**src/frtps_pkg.sv**
```systemverilog
// Shared constants and types for the fault retry and power-fail stop block
package frtps_pkg;
  localparam int          CLK_HZ      = 125_000_000;
  localparam int          TICK_MS     = 100;
  localparam int          TICK_CYC    = CLK_HZ / 1000 * TICK_MS;
  localparam int          SUCC_MULT   = 4;
  localparam logic [13:0] COAST_OFF   = 14'h270f;
  localparam logic [12:0] WAIT_RST    = 13'h000a;
  localparam logic [12:0] WAIT_MIN    = 13'h0001;
  localparam logic [12:0] WAIT_MAX    = 13'h1770;
  localparam logic [6:0]  CNT_MUL_LO  = 7'h65;
  localparam logic [6:0]  CNT_MUL_HI  = 7'h6e;
  localparam logic [6:0]  CNT_PLAIN   = 7'h0a;
  localparam logic [6:0]  CNT_OFS     = 7'h64;
  localparam logic [7:0]  FN_PFD      = 8'h2e;
  localparam logic [7:0]  FN_PFD_N    = 8'h92;
  localparam logic [7:0]  FN_RTA      = 8'h40;
  localparam logic [7:0]  FN_RTA_N    = 8'ha4;
  localparam logic [1:0]  PF_COAST    = 2'h0;
  localparam logic [1:0]  PF_STOP     = 2'h1;
  localparam logic [1:0]  PF_CONT     = 2'h2;
  localparam logic [7:0]  A_CTRL      = 8'h00;
  localparam logic [7:0]  A_COUNT     = 8'h04;
  localparam logic [7:0]  A_WAIT      = 8'h08;
  localparam logic [7:0]  A_COAST     = 8'h0c;
  localparam logic [7:0]  A_SUCC      = 8'h10;
  localparam logic [7:0]  A_STAT      = 8'h14;
  localparam logic [7:0]  A_TERM      = 8'h18;
  localparam int          CTRL_CLR    = 8;
  // Retry masks, bit 15 is the accel overcurrent trip
  localparam logic [15:0] MASK_ALL    = 16'hffff;
  localparam logic [15:0] MASK_OC     = 16'he000;
  localparam logic [15:0] MASK_OV     = 16'h1c00;
  localparam logic [15:0] MASK_OCOV   = 16'hfc00;
  localparam logic [15:0] MASK_EXT    = 16'hfccf;
  localparam logic [15:0] MASK_ACDC   = 16'ha000;
  localparam logic [15:0] MASK_PE     = 16'h0004;

  typedef struct packed {
    logic overcurrent_accel_trip;
    logic overcurrent_const_trip;
    logic overcurrent_decel_trip;
    logic overvoltage_accel_trip;
    logic overvoltage_const_trip;
    logic overvoltage_decel_trip;
    logic motor_overload_trip;
    logic drive_overload_trip;
    logic brake_transistor_trip;
    logic ground_fault_trip;
    logic ext_thermal_trip;
    logic thermistor_trip;
    logic stall_prevention_trip;
    logic param_storage_trip;
    logic input_phase_loss_trip;
    logic output_current_detect_trip;
  } frtps_faults_t;

  typedef struct packed {
    logic out_shutoff;
    logic dc_bus_decel;
    logic normal_decel;
    logic reaccel;
  } frtps_pf_cmd_t;

  typedef enum logic [2:0] {PF_IDLE, PF_COASTING, PF_DECEL, PF_STOPPED} frtps_pf_st_t;
  typedef enum logic [1:0] {RT_IDLE, RT_WAIT, RT_RUN, RT_EXCESS} frtps_rt_st_t;
endpackage

```
**src/frtps_core.sv**
```systemverilog
// Power-fail stop sequencing and automatic fault retry with AHB-Lite registers
`timescale 1ns/1ns
// Summary of operation
// - Power loss decel regulates bus to 0Hz
// - Selection 0 shuts output, motor coasts
// - Selection 1 finishes stop, needs restart
// - Held start ignored; only fresh edge restarts
// - Coast time not 9999 disables stop
// - Selection 2 reaccelerates when power returns
// - Selection 2, start dropped during outage: normal decel
// - Decel flag during decel and after stop
// - Decel flag on terminal code 46/146
// - No power-fail handling when stopped/tripped
// - Retry only faults in selected set
// - Selection 0 to 5 maps fault sets
// - Count 0 off; 1-10 no fault output
// - Count 101-110: minus 100, fault shown
// - Wait time, clear fault, restart
// - Failures reaching count raise excess trip
// - Success after four wait times runs
// - Success counter readable, write 0 clears
// - Retry flag on terminal code 64/164
// - Retry restart uses power-loss restart path when coast time not 9999
// - Power-on storage fault never retried
module frtps_core
  import frtps_pkg::*;
#(
  parameter int TICK_CYCLES = TICK_CYC
) (
  input  wire logic          mclk,              // 125 MHz clock
  input  wire logic          rst,               // Sync reset, high
  input  wire logic          hsel,              // AHB select
  input  wire logic [31:0]   haddr,             // AHB address
  input  wire logic [1:0]    htrans,            // AHB transfer type
  input  wire logic          hwrite,            // AHB write
  input  wire logic [2:0]    hsize,             // AHB size
  input  wire logic [31:0]   hwdata,            // AHB write data
  input  wire logic          hready,            // AHB bus ready
  output logic               hreadyout,         // AHB slave ready
  output logic               hresp,             // AHB response
  output logic [31:0]        hrdata,            // AHB read data
  input  wire logic          forward_start_in,  // Forward start
  input  wire logic          reverse_start_in,  // Reverse start
  input  wire logic          undervolt_in,      // Undervoltage or power loss
  input  wire logic          drive_running_in,  // Output active
  input  wire logic          at_zero_freq_in,   // Output reached 0Hz
  input  wire frtps_faults_t fault_in,          // Trip pulses
  input  wire logic          pe_at_powerup_in,  // Storage fault seen at power on
  output frtps_pf_cmd_t      pf_cmd,            // Power-fail drive commands
  output logic               run_permit,        // Start allowed
  output logic               ips_mode,          // Auto restart selected
  output logic               retry_restart,     // Clear fault, restart pulse
  output logic               retry_ips_restart, // Restart via power-loss path
  output logic               fault_out,         // Fault output
  output logic               retry_excess_trip, // Retry count excess
  output logic               pwr_fail_decel_flag, // Power-fail decel status
  output logic               retry_active_flag, // Retry in progress
  output logic [2:0]         term_out           // Assignable terminals
);

  // Register state
  logic [1:0]    pf_sel_reg;
  logic [2:0]    fsel_reg;
  logic [6:0]    cnt_set_reg;
  logic [12:0]   wait_reg;
  logic [13:0]   coast_reg;
  logic [15:0]   succ_reg;
  logic [23:0]   term_reg;
  // Bus pipeline
  logic          wr_pend_reg;
  logic [7:0]    wr_addr_reg;
  // Sequencer state
  frtps_pf_st_t  pf_st_reg;
  frtps_pf_st_t  pf_st_next;
  frtps_rt_st_t  rt_st_reg;
  frtps_rt_st_t  rt_st_next;
  logic          start_d_reg;
  logic          start_low_reg;
  logic          trip_reg;
  logic [3:0]    fail_reg;
  logic [3:0]    fail_next;
  logic [14:0]   tmr_reg;
  logic [23:0]   div_reg;
  logic          restart_reg;
  logic          excess_reg;
  logic          reaccel_reg;

  // Bus decode
  wire           bus_req  = hsel && hready && htrans[1];
  wire           bus_wr   = bus_req && hwrite;
  wire           bus_rd   = bus_req && !hwrite;
  wire [7:0]     rd_addr  = haddr[7:0];
  wire           wr_ctrl  = wr_pend_reg && wr_addr_reg == A_CTRL;
  wire           wr_count = wr_pend_reg && wr_addr_reg == A_COUNT;
  wire           wr_wait  = wr_pend_reg && wr_addr_reg == A_WAIT;
  wire           wr_coast = wr_pend_reg && wr_addr_reg == A_COAST;
  wire           wr_succ  = wr_pend_reg && wr_addr_reg == A_SUCC;
  wire           wr_term  = wr_pend_reg && wr_addr_reg == A_TERM;
  wire           sw_clear = wr_ctrl && hwdata[CTRL_CLR];
  wire           succ_clr = wr_succ && hwdata[15:0] == 16'h0000;
  wire           wait_ok  = hwdata[12:0] >= WAIT_MIN && hwdata[12:0] <= WAIT_MAX;

  // Start and timing
  wire           start     = forward_start_in || reverse_start_in;
  wire           start_rise = start && !start_d_reg;
  wire           tick      = div_reg == 24'(TICK_CYCLES - 1);
  wire           pf_enable = coast_reg == COAST_OFF;
  wire           any_fault = |fault_in;

  // Retry eligibility
  logic [15:0]   sel_mask;
  always_comb begin
    case (fsel_reg)
      3'h0:    sel_mask = MASK_ALL;
      3'h1:    sel_mask = MASK_OC;
      3'h2:    sel_mask = MASK_OV;
      3'h3:    sel_mask = MASK_OCOV;
      3'h4:    sel_mask = MASK_EXT;
      3'h5:    sel_mask = MASK_ACDC;
      default: sel_mask = 16'h0000;
    endcase
  end
  wire [15:0]    pe_block  = pe_at_powerup_in ? MASK_PE : 16'h0000;
  wire           eligible  = |(fault_in & sel_mask & ~pe_block);
  wire           cnt_plain = cnt_set_reg >= 7'h01 && cnt_set_reg <= CNT_PLAIN;
  wire           cnt_mul   = cnt_set_reg >= CNT_MUL_LO && cnt_set_reg <= CNT_MUL_HI;
  wire           retry_on  = cnt_plain || cnt_mul;
  wire [6:0]     lim_full  = cnt_mul ? cnt_set_reg - CNT_OFS : cnt_set_reg;
  wire [3:0]     limit     = lim_full[3:0];
  wire [14:0]    wait_t    = {2'h0, wait_reg};
  wire [14:0]    succ_t    = 15'(wait_reg * SUCC_MULT);
  wire           wait_done = tmr_reg >= wait_t;
  wire           succ_done = tmr_reg > succ_t;

  // Power-fail sequencer
  always_comb begin
    pf_st_next = pf_st_reg;
    case (pf_st_reg)
      PF_IDLE: begin
        if (undervolt_in && pf_enable && drive_running_in && !trip_reg) begin
          if (pf_sel_reg == PF_COAST) begin
            pf_st_next = PF_COASTING;
          end else if (pf_sel_reg == PF_STOP || pf_sel_reg == PF_CONT) begin
            pf_st_next = PF_DECEL;
          end
        end
      end
      PF_COASTING: begin
        if (!undervolt_in) begin
          pf_st_next = PF_IDLE;
        end
      end
      PF_DECEL: begin
        if (pf_sel_reg == PF_CONT && !undervolt_in && start) begin
          pf_st_next = PF_IDLE;
        end else if (at_zero_freq_in) begin
          pf_st_next = PF_STOPPED;
        end
      end
      PF_STOPPED: begin
        if (!undervolt_in && start_low_reg && start_rise) begin
          pf_st_next = PF_IDLE;
        end
      end
      default: pf_st_next = PF_IDLE;
    endcase
  end

  // Retry sequencer
  always_comb begin
    rt_st_next = rt_st_reg;
    fail_next  = fail_reg;
    case (rt_st_reg)
      RT_IDLE: begin
        if (any_fault && eligible && retry_on) begin
          rt_st_next = RT_WAIT;
        end
      end
      RT_WAIT: begin
        if (wait_done) begin
          rt_st_next = RT_RUN;
        end
      end
      RT_RUN: begin
        if (any_fault && eligible) begin
          fail_next = fail_reg + 4'h1;
          rt_st_next = (fail_next >= limit) ? RT_EXCESS : RT_WAIT;
        end else if (any_fault) begin
          rt_st_next = RT_IDLE;
        end else if (succ_done) begin
          fail_next  = 4'h0;
          rt_st_next = RT_IDLE;
        end
      end
      RT_EXCESS: begin
        if (sw_clear) begin
          rt_st_next = RT_IDLE;
          fail_next  = 4'h0;
        end
      end
      default: rt_st_next = RT_IDLE;
    endcase
    if (!retry_on) begin
      rt_st_next = RT_IDLE;
    end
  end

  wire rt_enter   = rt_st_reg != rt_st_next;
  wire do_restart = rt_st_reg == RT_WAIT && wait_done && retry_on;
  wire do_succ    = rt_st_reg == RT_RUN && !any_fault && succ_done && retry_on;

  // Terminal function select
  function automatic logic term_map(input logic [7:0] code, input logic pfd,
                                    input logic rta);
    logic v;
    v = 1'b0;
    if (code == FN_PFD) v = pfd;
    if (code == FN_PFD_N) v = !pfd;
    if (code == FN_RTA) v = rta;
    if (code == FN_RTA_N) v = !rta;
    return v;
  endfunction

  // Bus slave, zero wait states
  always_ff @(posedge mclk) begin
    if (rst) begin
      wr_pend_reg <= 1'b0;
      wr_addr_reg <= 8'h00;
    end else begin
      wr_pend_reg <= bus_wr;
      wr_addr_reg <= rd_addr;
    end
  end

  logic [31:0] rd_mux;
  always_comb begin
    case (rd_addr)
      A_CTRL:  rd_mux = {25'h0, fsel_reg, 2'h0, pf_sel_reg};
      A_COUNT: rd_mux = {25'h0, cnt_set_reg};
      A_WAIT:  rd_mux = {19'h0, wait_reg};
      A_COAST: rd_mux = {18'h0, coast_reg};
      A_SUCC:  rd_mux = {16'h0, succ_reg};
      A_STAT:  rd_mux = {21'h0, fail_reg, 1'b0, rt_st_reg, pf_st_reg,
                         trip_reg};
      A_TERM:  rd_mux = {8'h0, term_reg};
      default: rd_mux = 32'h0000_0000;
    endcase
  end

  always_ff @(posedge mclk) begin
    if (rst) begin
      hrdata <= 32'h0000_0000;
    end else if (bus_rd) begin
      hrdata <= rd_mux;
    end
  end

  // Software settings
  always_ff @(posedge mclk) begin
    if (rst) begin
      pf_sel_reg  <= PF_COAST;
      fsel_reg    <= 3'h0;
      cnt_set_reg <= 7'h00;
      wait_reg    <= WAIT_RST;
      coast_reg   <= COAST_OFF;
      term_reg    <= 24'h000000;
    end else begin
      if (wr_ctrl) begin
        pf_sel_reg <= hwdata[1:0];
        fsel_reg   <= hwdata[6:4];
      end
      if (wr_count) cnt_set_reg <= hwdata[6:0];
      if (wr_wait && wait_ok) wait_reg <= hwdata[12:0];
      if (wr_coast) coast_reg <= hwdata[13:0];
      if (wr_term) term_reg <= hwdata[23:0];
    end
  end

  // Success counter, clear together with increment loads 1
  always_ff @(posedge mclk) begin
    if (rst) begin
      succ_reg <= 16'h0000;
    end else if (do_succ) begin
      succ_reg <= succ_clr ? 16'h0001 : succ_reg + 16'h0001;
    end else if (succ_clr) begin
      succ_reg <= 16'h0000;
    end
  end

  // Tick divider for 0.1 s units
  always_ff @(posedge mclk) begin
    if (rst || tick) begin
      div_reg <= 24'h000000;
    end else begin
      div_reg <= div_reg + 24'h000001;
    end
  end

  // Retry timer restarts on each state change
  always_ff @(posedge mclk) begin
    if (rst || rt_enter || rt_st_reg == RT_IDLE) begin
      tmr_reg <= 15'h0000;
    end else if (tick && tmr_reg != 15'h7fff) begin
      tmr_reg <= tmr_reg + 15'h0001;
    end
  end

  // Sequencer registers
  always_ff @(posedge mclk) begin
    if (rst) begin
      pf_st_reg     <= PF_IDLE;
      rt_st_reg     <= RT_IDLE;
      fail_reg      <= 4'h0;
      start_d_reg   <= 1'b0;
      start_low_reg <= 1'b0;
      restart_reg   <= 1'b0;
      excess_reg    <= 1'b0;
      reaccel_reg   <= 1'b0;
    end else begin
      pf_st_reg   <= pf_st_next;
      rt_st_reg   <= rt_st_next;
      fail_reg    <= retry_on ? fail_next : 4'h0;
      start_d_reg <= start;
      restart_reg <= do_restart;
      excess_reg  <= rt_st_next == RT_EXCESS;
      reaccel_reg <= pf_st_reg == PF_DECEL && pf_st_next == PF_IDLE;
      // Edge counts only after start was seen low in the stopped state
      if (pf_st_reg != PF_STOPPED) begin
        start_low_reg <= 1'b0;
      end else if (!start) begin
        start_low_reg <= 1'b1;
      end
    end
  end

  // Trip latch, a new fault wins over any clear
  always_ff @(posedge mclk) begin
    if (rst) begin
      trip_reg <= 1'b0;
    end else if (any_fault) begin
      trip_reg <= 1'b1;
    end else if (do_restart || (sw_clear && rt_st_reg != RT_WAIT)) begin
      trip_reg <= 1'b0;
    end
  end

  // Outputs
  wire in_decel   = pf_st_reg == PF_DECEL;
  wire pfd        = in_decel || pf_st_reg == PF_STOPPED;
  wire rta        = rt_st_reg == RT_WAIT;
  wire hide_fault = rta && cnt_plain;

  always_ff @(posedge mclk) begin
    if (rst) begin
      pf_cmd              <= '0;
      pwr_fail_decel_flag <= 1'b0;
      retry_active_flag   <= 1'b0;
      fault_out           <= 1'b0;
      term_out            <= 3'h0;
    end else begin
      pf_cmd.out_shutoff  <= pf_st_reg == PF_COASTING;
      pf_cmd.dc_bus_decel <= in_decel && (start || pf_sel_reg != PF_CONT);
      pf_cmd.normal_decel <= in_decel && !start && pf_sel_reg == PF_CONT;
      pf_cmd.reaccel      <= reaccel_reg;
      pwr_fail_decel_flag <= pfd;
      retry_active_flag   <= rta;
      fault_out           <= (trip_reg && !hide_fault) || rt_st_next == RT_EXCESS;
      term_out[0]         <= term_map(term_reg[7:0], pfd, rta);
      term_out[1]         <= term_map(term_reg[15:8], pfd, rta);
      term_out[2]         <= term_map(term_reg[23:16], pfd, rta);
    end
  end

  assign hreadyout         = 1'b1;
  assign hresp             = 1'b0;
  assign retry_restart     = restart_reg;
  assign retry_ips_restart = restart_reg && !pf_enable;
  assign ips_mode          = !pf_enable;
  assign retry_excess_trip = excess_reg;
  assign run_permit        = start && !trip_reg && pf_st_reg == PF_IDLE;

endmodule

```
**config.mk**
```make
export PLATFORM = sky130hd
export DESIGN_NAME = frtps_core
export DESIGN_NICKNAME = d
export VERILOG_FILES = /design/src/frtps_pkg.sv /design/src/frtps_core.sv
export SDC_FILE = /design/constraint.sdc
export NUM_CORES = 1
export LEC_CHECK = 0
export ABC_AREA = 1
export BUFFER_PORTS_ARGS = -buffer_cell sky130_fd_sc_hd__buf_2
export CAP_MARGIN = 5
export CORE_AREA = 5 5 147 177
export DETAILED_ROUTE_END_ITERATION = 12
export DIE_AREA = 0 0 152 182
export PLACE_DENSITY_LB_ADDON = 0.08
export RECOVER_POWER = 100
export SYNTH_ARGS = -nofsm -noshare
export SYNTH_HDL_FRONTEND = slang
export SYNTH_SLANG_ARGS = --single-unit
export TNS_END_PERCENT = 5
```
**constraint.sdc**
```tcl
create_clock -name mclk -period 5 [get_ports mclk]
set_input_delay 0.75 -clock mclk [delete_from_list [all_inputs] [get_ports mclk]]
set_output_delay 0.75 -clock mclk [all_outputs]
set_load 0.01 [all_outputs]
```
# Yosys cells after proc, flatten, opt, wreduce, memory -nomap -nowiden

Cells that the tools add are included.

Output and inout bits: 49
Flip-flop bits (word level): 184
Word-level logic and storage cells: 215

Eq/ne operators: 47
Magnitude comparators: 9
Reduce and logical (&&, ||, !) cells: 78
Muxes and demuxes: 43
Bitwise operators: 4
Add/subtract/negate cells: 5

Operator list:

| operator                                                         | number |
|---|---|
| 24-bit one-hot mux with 7 select lines                           | 1 |
| 16-bit one-hot mux with 6 select lines                           | 1 |
| 8-bit == test (second input constant)                            | 6 |
| 16-bit two-way mux                                               | 3 |
| 1-bit logical AND                                                | 42 |
| 8-bit by 5-bit == test with 1-bit output (second input constant) | 5 |
| 16-bit AND                                                       | 2 |
| 8-bit by 4-bit == test with 1-bit output (second input constant) | 4 |
| 16-bit OR reduction                                              | 2 |
| 24-bit by 1-bit adder with 24-bit output (second input constant) | 1 |
| 24-bit == test (second input constant)                           | 1 |
| 8-bit by 6-bit == test with 1-bit output (second input constant) | 3 |
| 8-bit by 7-bit == test with 1-bit output (second input constant) | 3 |
| 3-bit two-way mux                                                | 8 |
| 4-bit two-way mux                                                | 5 |
| 16-bit by 1-bit adder with 16-bit output (second input constant) | 1 |
| 8-bit by 3-bit == test with 1-bit output (second input constant) | 2 |
| 16-bit zero test                                                 | 1 |
| 8-bit zero test                                                  | 2 |
| 2-bit two-way mux                                                | 8 |
| 3-bit NOT with 16-bit output                                     | 1 |
| 15-bit by 1-bit adder with 15-bit output (second input constant) | 1 |
| 15-bit by 13-bit greater-or-equal comparator with 1-bit output   | 1 |
| 15-bit > comparator                                              | 1 |
| other kinds (33)                                                 | 81 |

# Longest topological paths before layout

Word-level depth: 13
Depth in mapped cells: 20
Depth with buffers taken out: 19

# Least setup slack after synthesis

No wires, ideal clock.

Path kind: register -> register
Start: register cnt_set_reg[3]
End: register tmr_reg[14]
Stages on the path, launching flop included: 21
Slack: 2.709 ns
Buffers on the path: 1
Setup time: 0.064 ns
Data required time: 4.936 ns
Data arrival time: 2.226 ns
Path through: dfxtp_1 > inv_1 > ha_1 > nand2_1 > nand3_1 > nand4_1 > nor2_1 > a21oi_1 > ha_1 > a21oi_1 > nand3_1 > nand2_1 > nand2_1 > nand2_1 > nand2_1 > nand2_2 > nand2_1 > nand2_1 > nand2_2 > buf_6 > nor2_1

Word-level cells in the longest chain between the ends: 11

Ends and longest elaborated chain:

| item                                                                            | line              | text |
|---|---|---|
| start: declaration                                                              | frtps_core.sv:64  | `logic [6:0] cnt_set_reg;` |
| start signal: assignment                                                        | frtps_core.sv:272 | `if (wr_count) cnt_set_reg <= hwdata[6:0];` |
| 7-bit greater-or-equal comparator / 7-bit <= comparator (equally long branches) | frtps_core.sv:126 | `wire cnt_mul = cnt_set_reg >= CNT_MUL_LO && cnt_set_reg <= CNT_MUL_HI;` |
| 1-bit logical AND                                                               | frtps_core.sv:126 |  |
| 4-bit two-way mux                                                               | frtps_core.sv:128 | `wire [6:0] lim_full = cnt_mul ? cnt_set_reg - CNT_OFS : cnt_set_reg;` |
| 4-bit greater-or-equal comparator                                               | frtps_core.sv:187 | `rt_st_next = (fail_next >= limit) ? RT_EXCESS : RT_WAIT;` |
| 2-bit two-way mux                                                               | frtps_core.sv:187 |  |
| 2-bit two-way mux                                                               | frtps_core.sv:185 | `if (any_fault && eligible) begin` |
| 2-bit one-hot mux with 4 select lines                                           | frtps_core.sv:173 | `case (rt_st_reg)` |
| 2-bit two-way mux (*)                                                           | frtps_core.sv:203 | `if (!retry_on) begin` |
| 2-bit inequality test (*)                                                       | frtps_core.sv:208 | `wire rt_enter = rt_st_reg != rt_st_next;` |
| 1-bit logical OR (*) (2 in series)                                              | frtps_core.sv:301 | `if (rst \|\| rt_enter \|\| rt_st_reg == RT_IDLE) begin` |
| end signal: assignment                                                          | frtps_core.sv:304 | `tmr_reg <= tmr_reg + 15'h0001;` |
| end: declaration                                                                | frtps_core.sv:82  | `logic [14:0] tmr_reg;` |

Mark *: on every way between the ends. The rest lies on a longest branch, timed or not.
A chain may end at the register's enable or synchronous reset.

# Final worst setup path

Start: input port rst
End: register tmr_reg[7]

Word-level cells in the longest chain between the ends: 2

Ends and longest elaborated chain:

| item                           | line              | text |
|---|---|---|
| start: declaration             | frtps_core.sv:31  | `input wire logic rst,` |
| 1-bit logical OR (2 in series) | frtps_core.sv:301 |  |

Every way passes these cells.

==> impl_metrics.yaml <==
die:
  fp.dieArea_mm2: 0.02766
  die_x_um: 152
  std_cell_rows: 63
  io_pins: 145
  start_util_pct: 39.07
  fp.coreArea_mm2: 0.02428
  die_y_um: 182
setup_path:
  cp_top_family: "buffers and inverters"
  crit_path_start_kind: "input port"
  max_stage_delay_ns: 2.18
  arrival_ns: 3.83
  crit_type: "input port to flop"
  path_max_fanout: 65
  path_cells: "clkbuf_1 -> clkbuf_1 -> nor2_1 -> nand2_1 -> nor2_1 -> nand2_2 -> nor2_1"
  end_kind: "flop"
  cp_slowest_cell: "clkbuf_1"
  required_ns: 5.31
  worst-path-buf-inv: 2
  cp_common_cell: "nor2_1"
synth:
  synth_top_cell_by_area: "dfxtp_1"
  synthTopCellsByArea: "dfxtp_1, nand2_1, inv_1, a21oi_1, ha_1"
  syn_avg_cell_area_um2: 6.996
  yosys_warnings: 0
  synth.most_common_cell: "nand2_1"
  yosysUniqueCellTypes: 50
  syn_inst: 1356
  synthTopCellsByCount: "nand2_1, inv_1, dfxtp_1"
  synth-edff-count: 0
  synth_ff_type: "dfxtp_1"
  netlist_area_mm2: 0.009487
  synthArstFlopShare_pct: 0
  ys_seq_elements: 176
  seq_area_frac_synth_pct: 37.14
  yosysTopAreaCellShare_pct: 37.14
route:
  viasPerCell: 5.108
  drt_pass1_iterations: 5
  drt-initial-drc-count: 504
  num_vias: 9088
  wl_per_cell_um: 16.07
  postRouteAntennaNets: 0
  wl_um: 28590
  drc_errors: 0
global_routing:
  grt_pass1_vias: 8629
  grt_max_degree: 66
  grt_pass1_wl_um: 45660
  met1_usage_pct: 25.91
  antenna_found_initial: 1
  grt_use_met2_pct: 35.62
  grt.total_usage_pct: 20.49
  grt_busiest_layer: "met2"
  use_met3_pct: 3.027
  grt_overflow: 0
outcome:
  violations: "capacitance limit, slew limit"
  status: "complete, but fails checks"
timing:
  setup_tns_ns: 0
  fmax_ghz: 0.2841
  post-route-period-util_pct: 70.40
  clock_skew_ns: 0.01337
  hold_viol_final: 0
  maxSlewHeadroom_pct: -107.5
  finalSetupViolCount: 0
  worst_pin_slew_ns: 3.113
  rsz0062_at_grt: "false"
  final_max_slew_viol_count: 115
  period_needed_ns: 3.520
placed_design:
  portBuffers: 98
  placed_area_mm2: 0.01025
  dp_hpwl_um: 21900
  place_inst: 1747
  gp_congestion: 0.9385
layout:
  drive_gt1_share_pct: 7.772
  nets: 1577
  multiInputGateArea_mm2: 0.004938
  fin_cells: 1779
  fillers: 2642
  regArea_mm2: 0.003523
  fin_area_mm2: 0.01075
  final_util_pct: 44.28
  diodes: 0
  area_growth_pct: 13.33
clock_network:
  htreeDepth: 4
  path_clk_slew_ns: 0.07
  cts_buffer_depth: 2
  clk_latency_ns: 0.44
  cts_resized: 0
  cts_hold_buf: 0
  tritoncts: "built"
  cts_made_buffers: 17
  clkSinkCount: 176
  clock-root-buffer: "clkbuf_16"
  cts_setup_buffers: 0
power:
  p_leak_nw: 4.391
  pwr-share-seq_pct: 48.7
  p_int_w: 0.002205
  sw_frac_of_total_pct: 24.07
  p_sw_w: 0.0006990
  power.density_mw_per_mm2: 270.1
  p_total_w: 0.002904
  pwr-share-comb_pct: 4.1
  clkPwrFrac_pct: 47.2
  ir_worst_vdd_mv: 0.1992
flow_run:
  cap_violations: 2
worst_hold_path:
  hp-class: "flop to flop"
[layout make-up]
cell class                      instances  share of cell area, %
Clock buffer                           19                  4.120
Clock inverter                         13                  1.420
Inverter                              219                  7.646
Multi-Input combinational cell        924                  45.93
Sequential cell                       176                  32.77
Tap cell                              325                  3.782
Timing Repair Buffer                  103                  4.329
[power by group through the flow]
stage	clock network, W	logic (W)	registers [W]
floorplan	0	0.0000676	0.00145
global placement	0	0.000119	0.00145
detailed placement	0	0.000120	0.00145
CTS	0.00140	0.000120	0.00142
global route	0.00146	0.000133	0.00142
finish	0.00137	0.000119	0.00142
[metrics by stage]
step	setup WS, ns	hold WS, ns
global route	1.087	0.4617
floorplan	2.709	0.3883
global placement	1.929	0.4069
CTS	2.176	0.4251
detailed placement	1.890	0.4112
finish	1.480	0.4199
[path summary, 6_finish.rpt]
path	startpoint	endpoint	slack (ns)	depth (start not counted)
setup / recovery	rst	tmr_reg[7]	1.48	7
hold reg to reg	reaccel_reg	pf_cmd[0]	0.42	2
setup reg to reg	cnt_set_reg[3]	tmr_reg[7]	2.23	19
hold / removal	reaccel_reg	pf_cmd[0]	0.42	2
[placed cells by master (no fill, tap or decap), types with 3 or more instances in the layout]
master and count:
inv_6 3, o31ai_1 9, nand2_1 237, xor2_1 21, o211ai_1 17, nor2_2 6
nand3_1 70, a31oi_1 4, nor4_1 22, ha_1 40, o21ai_0 76, a22oi_1 3
nor2_1 128, or2_2 3, xnor2_1 5, o221ai_1 3, buf_2 57, a211oi_1 11
dfxtp_1 176, nor3_1 42, nor3b_1 9, clkbuf_1 45, clkbuf_16 17, o22ai_1 21
nand4_1 46, clkinv_4 4, nand2_2 3, a21oi_1 112, inv_1 218, conb_1 11
or2_1 4
[routing by layer]
layer	vias up	share of wire [%]
li1	4668	-
met3	46	3.8
met5	-	0.024
met1	4161	44
met4	2	2.6
met2	211	49
[logic make-up after synthesis]
family | after synthesis | synth area share, %
xor gates and xnor gates | 26 | 2.400
other | 2 | 0.07916
and+or+nand+nor | 581 | 28.15
adders and majority gates | 40 | 5.276
buffers and inverters | 265 | 11.03
AOI/OAI and AO/OA | 266 | 15.93
DFF | 176 | 37.14
[worst register-to-register path, stage by stage, from the launching register on]
cell and delay (ns):
dfxtp_1 0.46, inv_1 0.14, ha_1 0.19, nand2_1 0.06
nand3_1 0.06, nand4_1 0.18, nor2_1 0.06, a21oi_1 0.14
ha_1 0.28, a21oi_1 0.15, nand3_1 0.10, nand2_1 0.08
nand2_1 0.05, nand2_1 0.05, nand2_1 0.07, nand2_2 0.09
nand2_1 0.05, nand2_1 0.09, nand2_2 0.23, nor2_1 0.18
No activity file was read; power rests on OpenSTA's default activity.
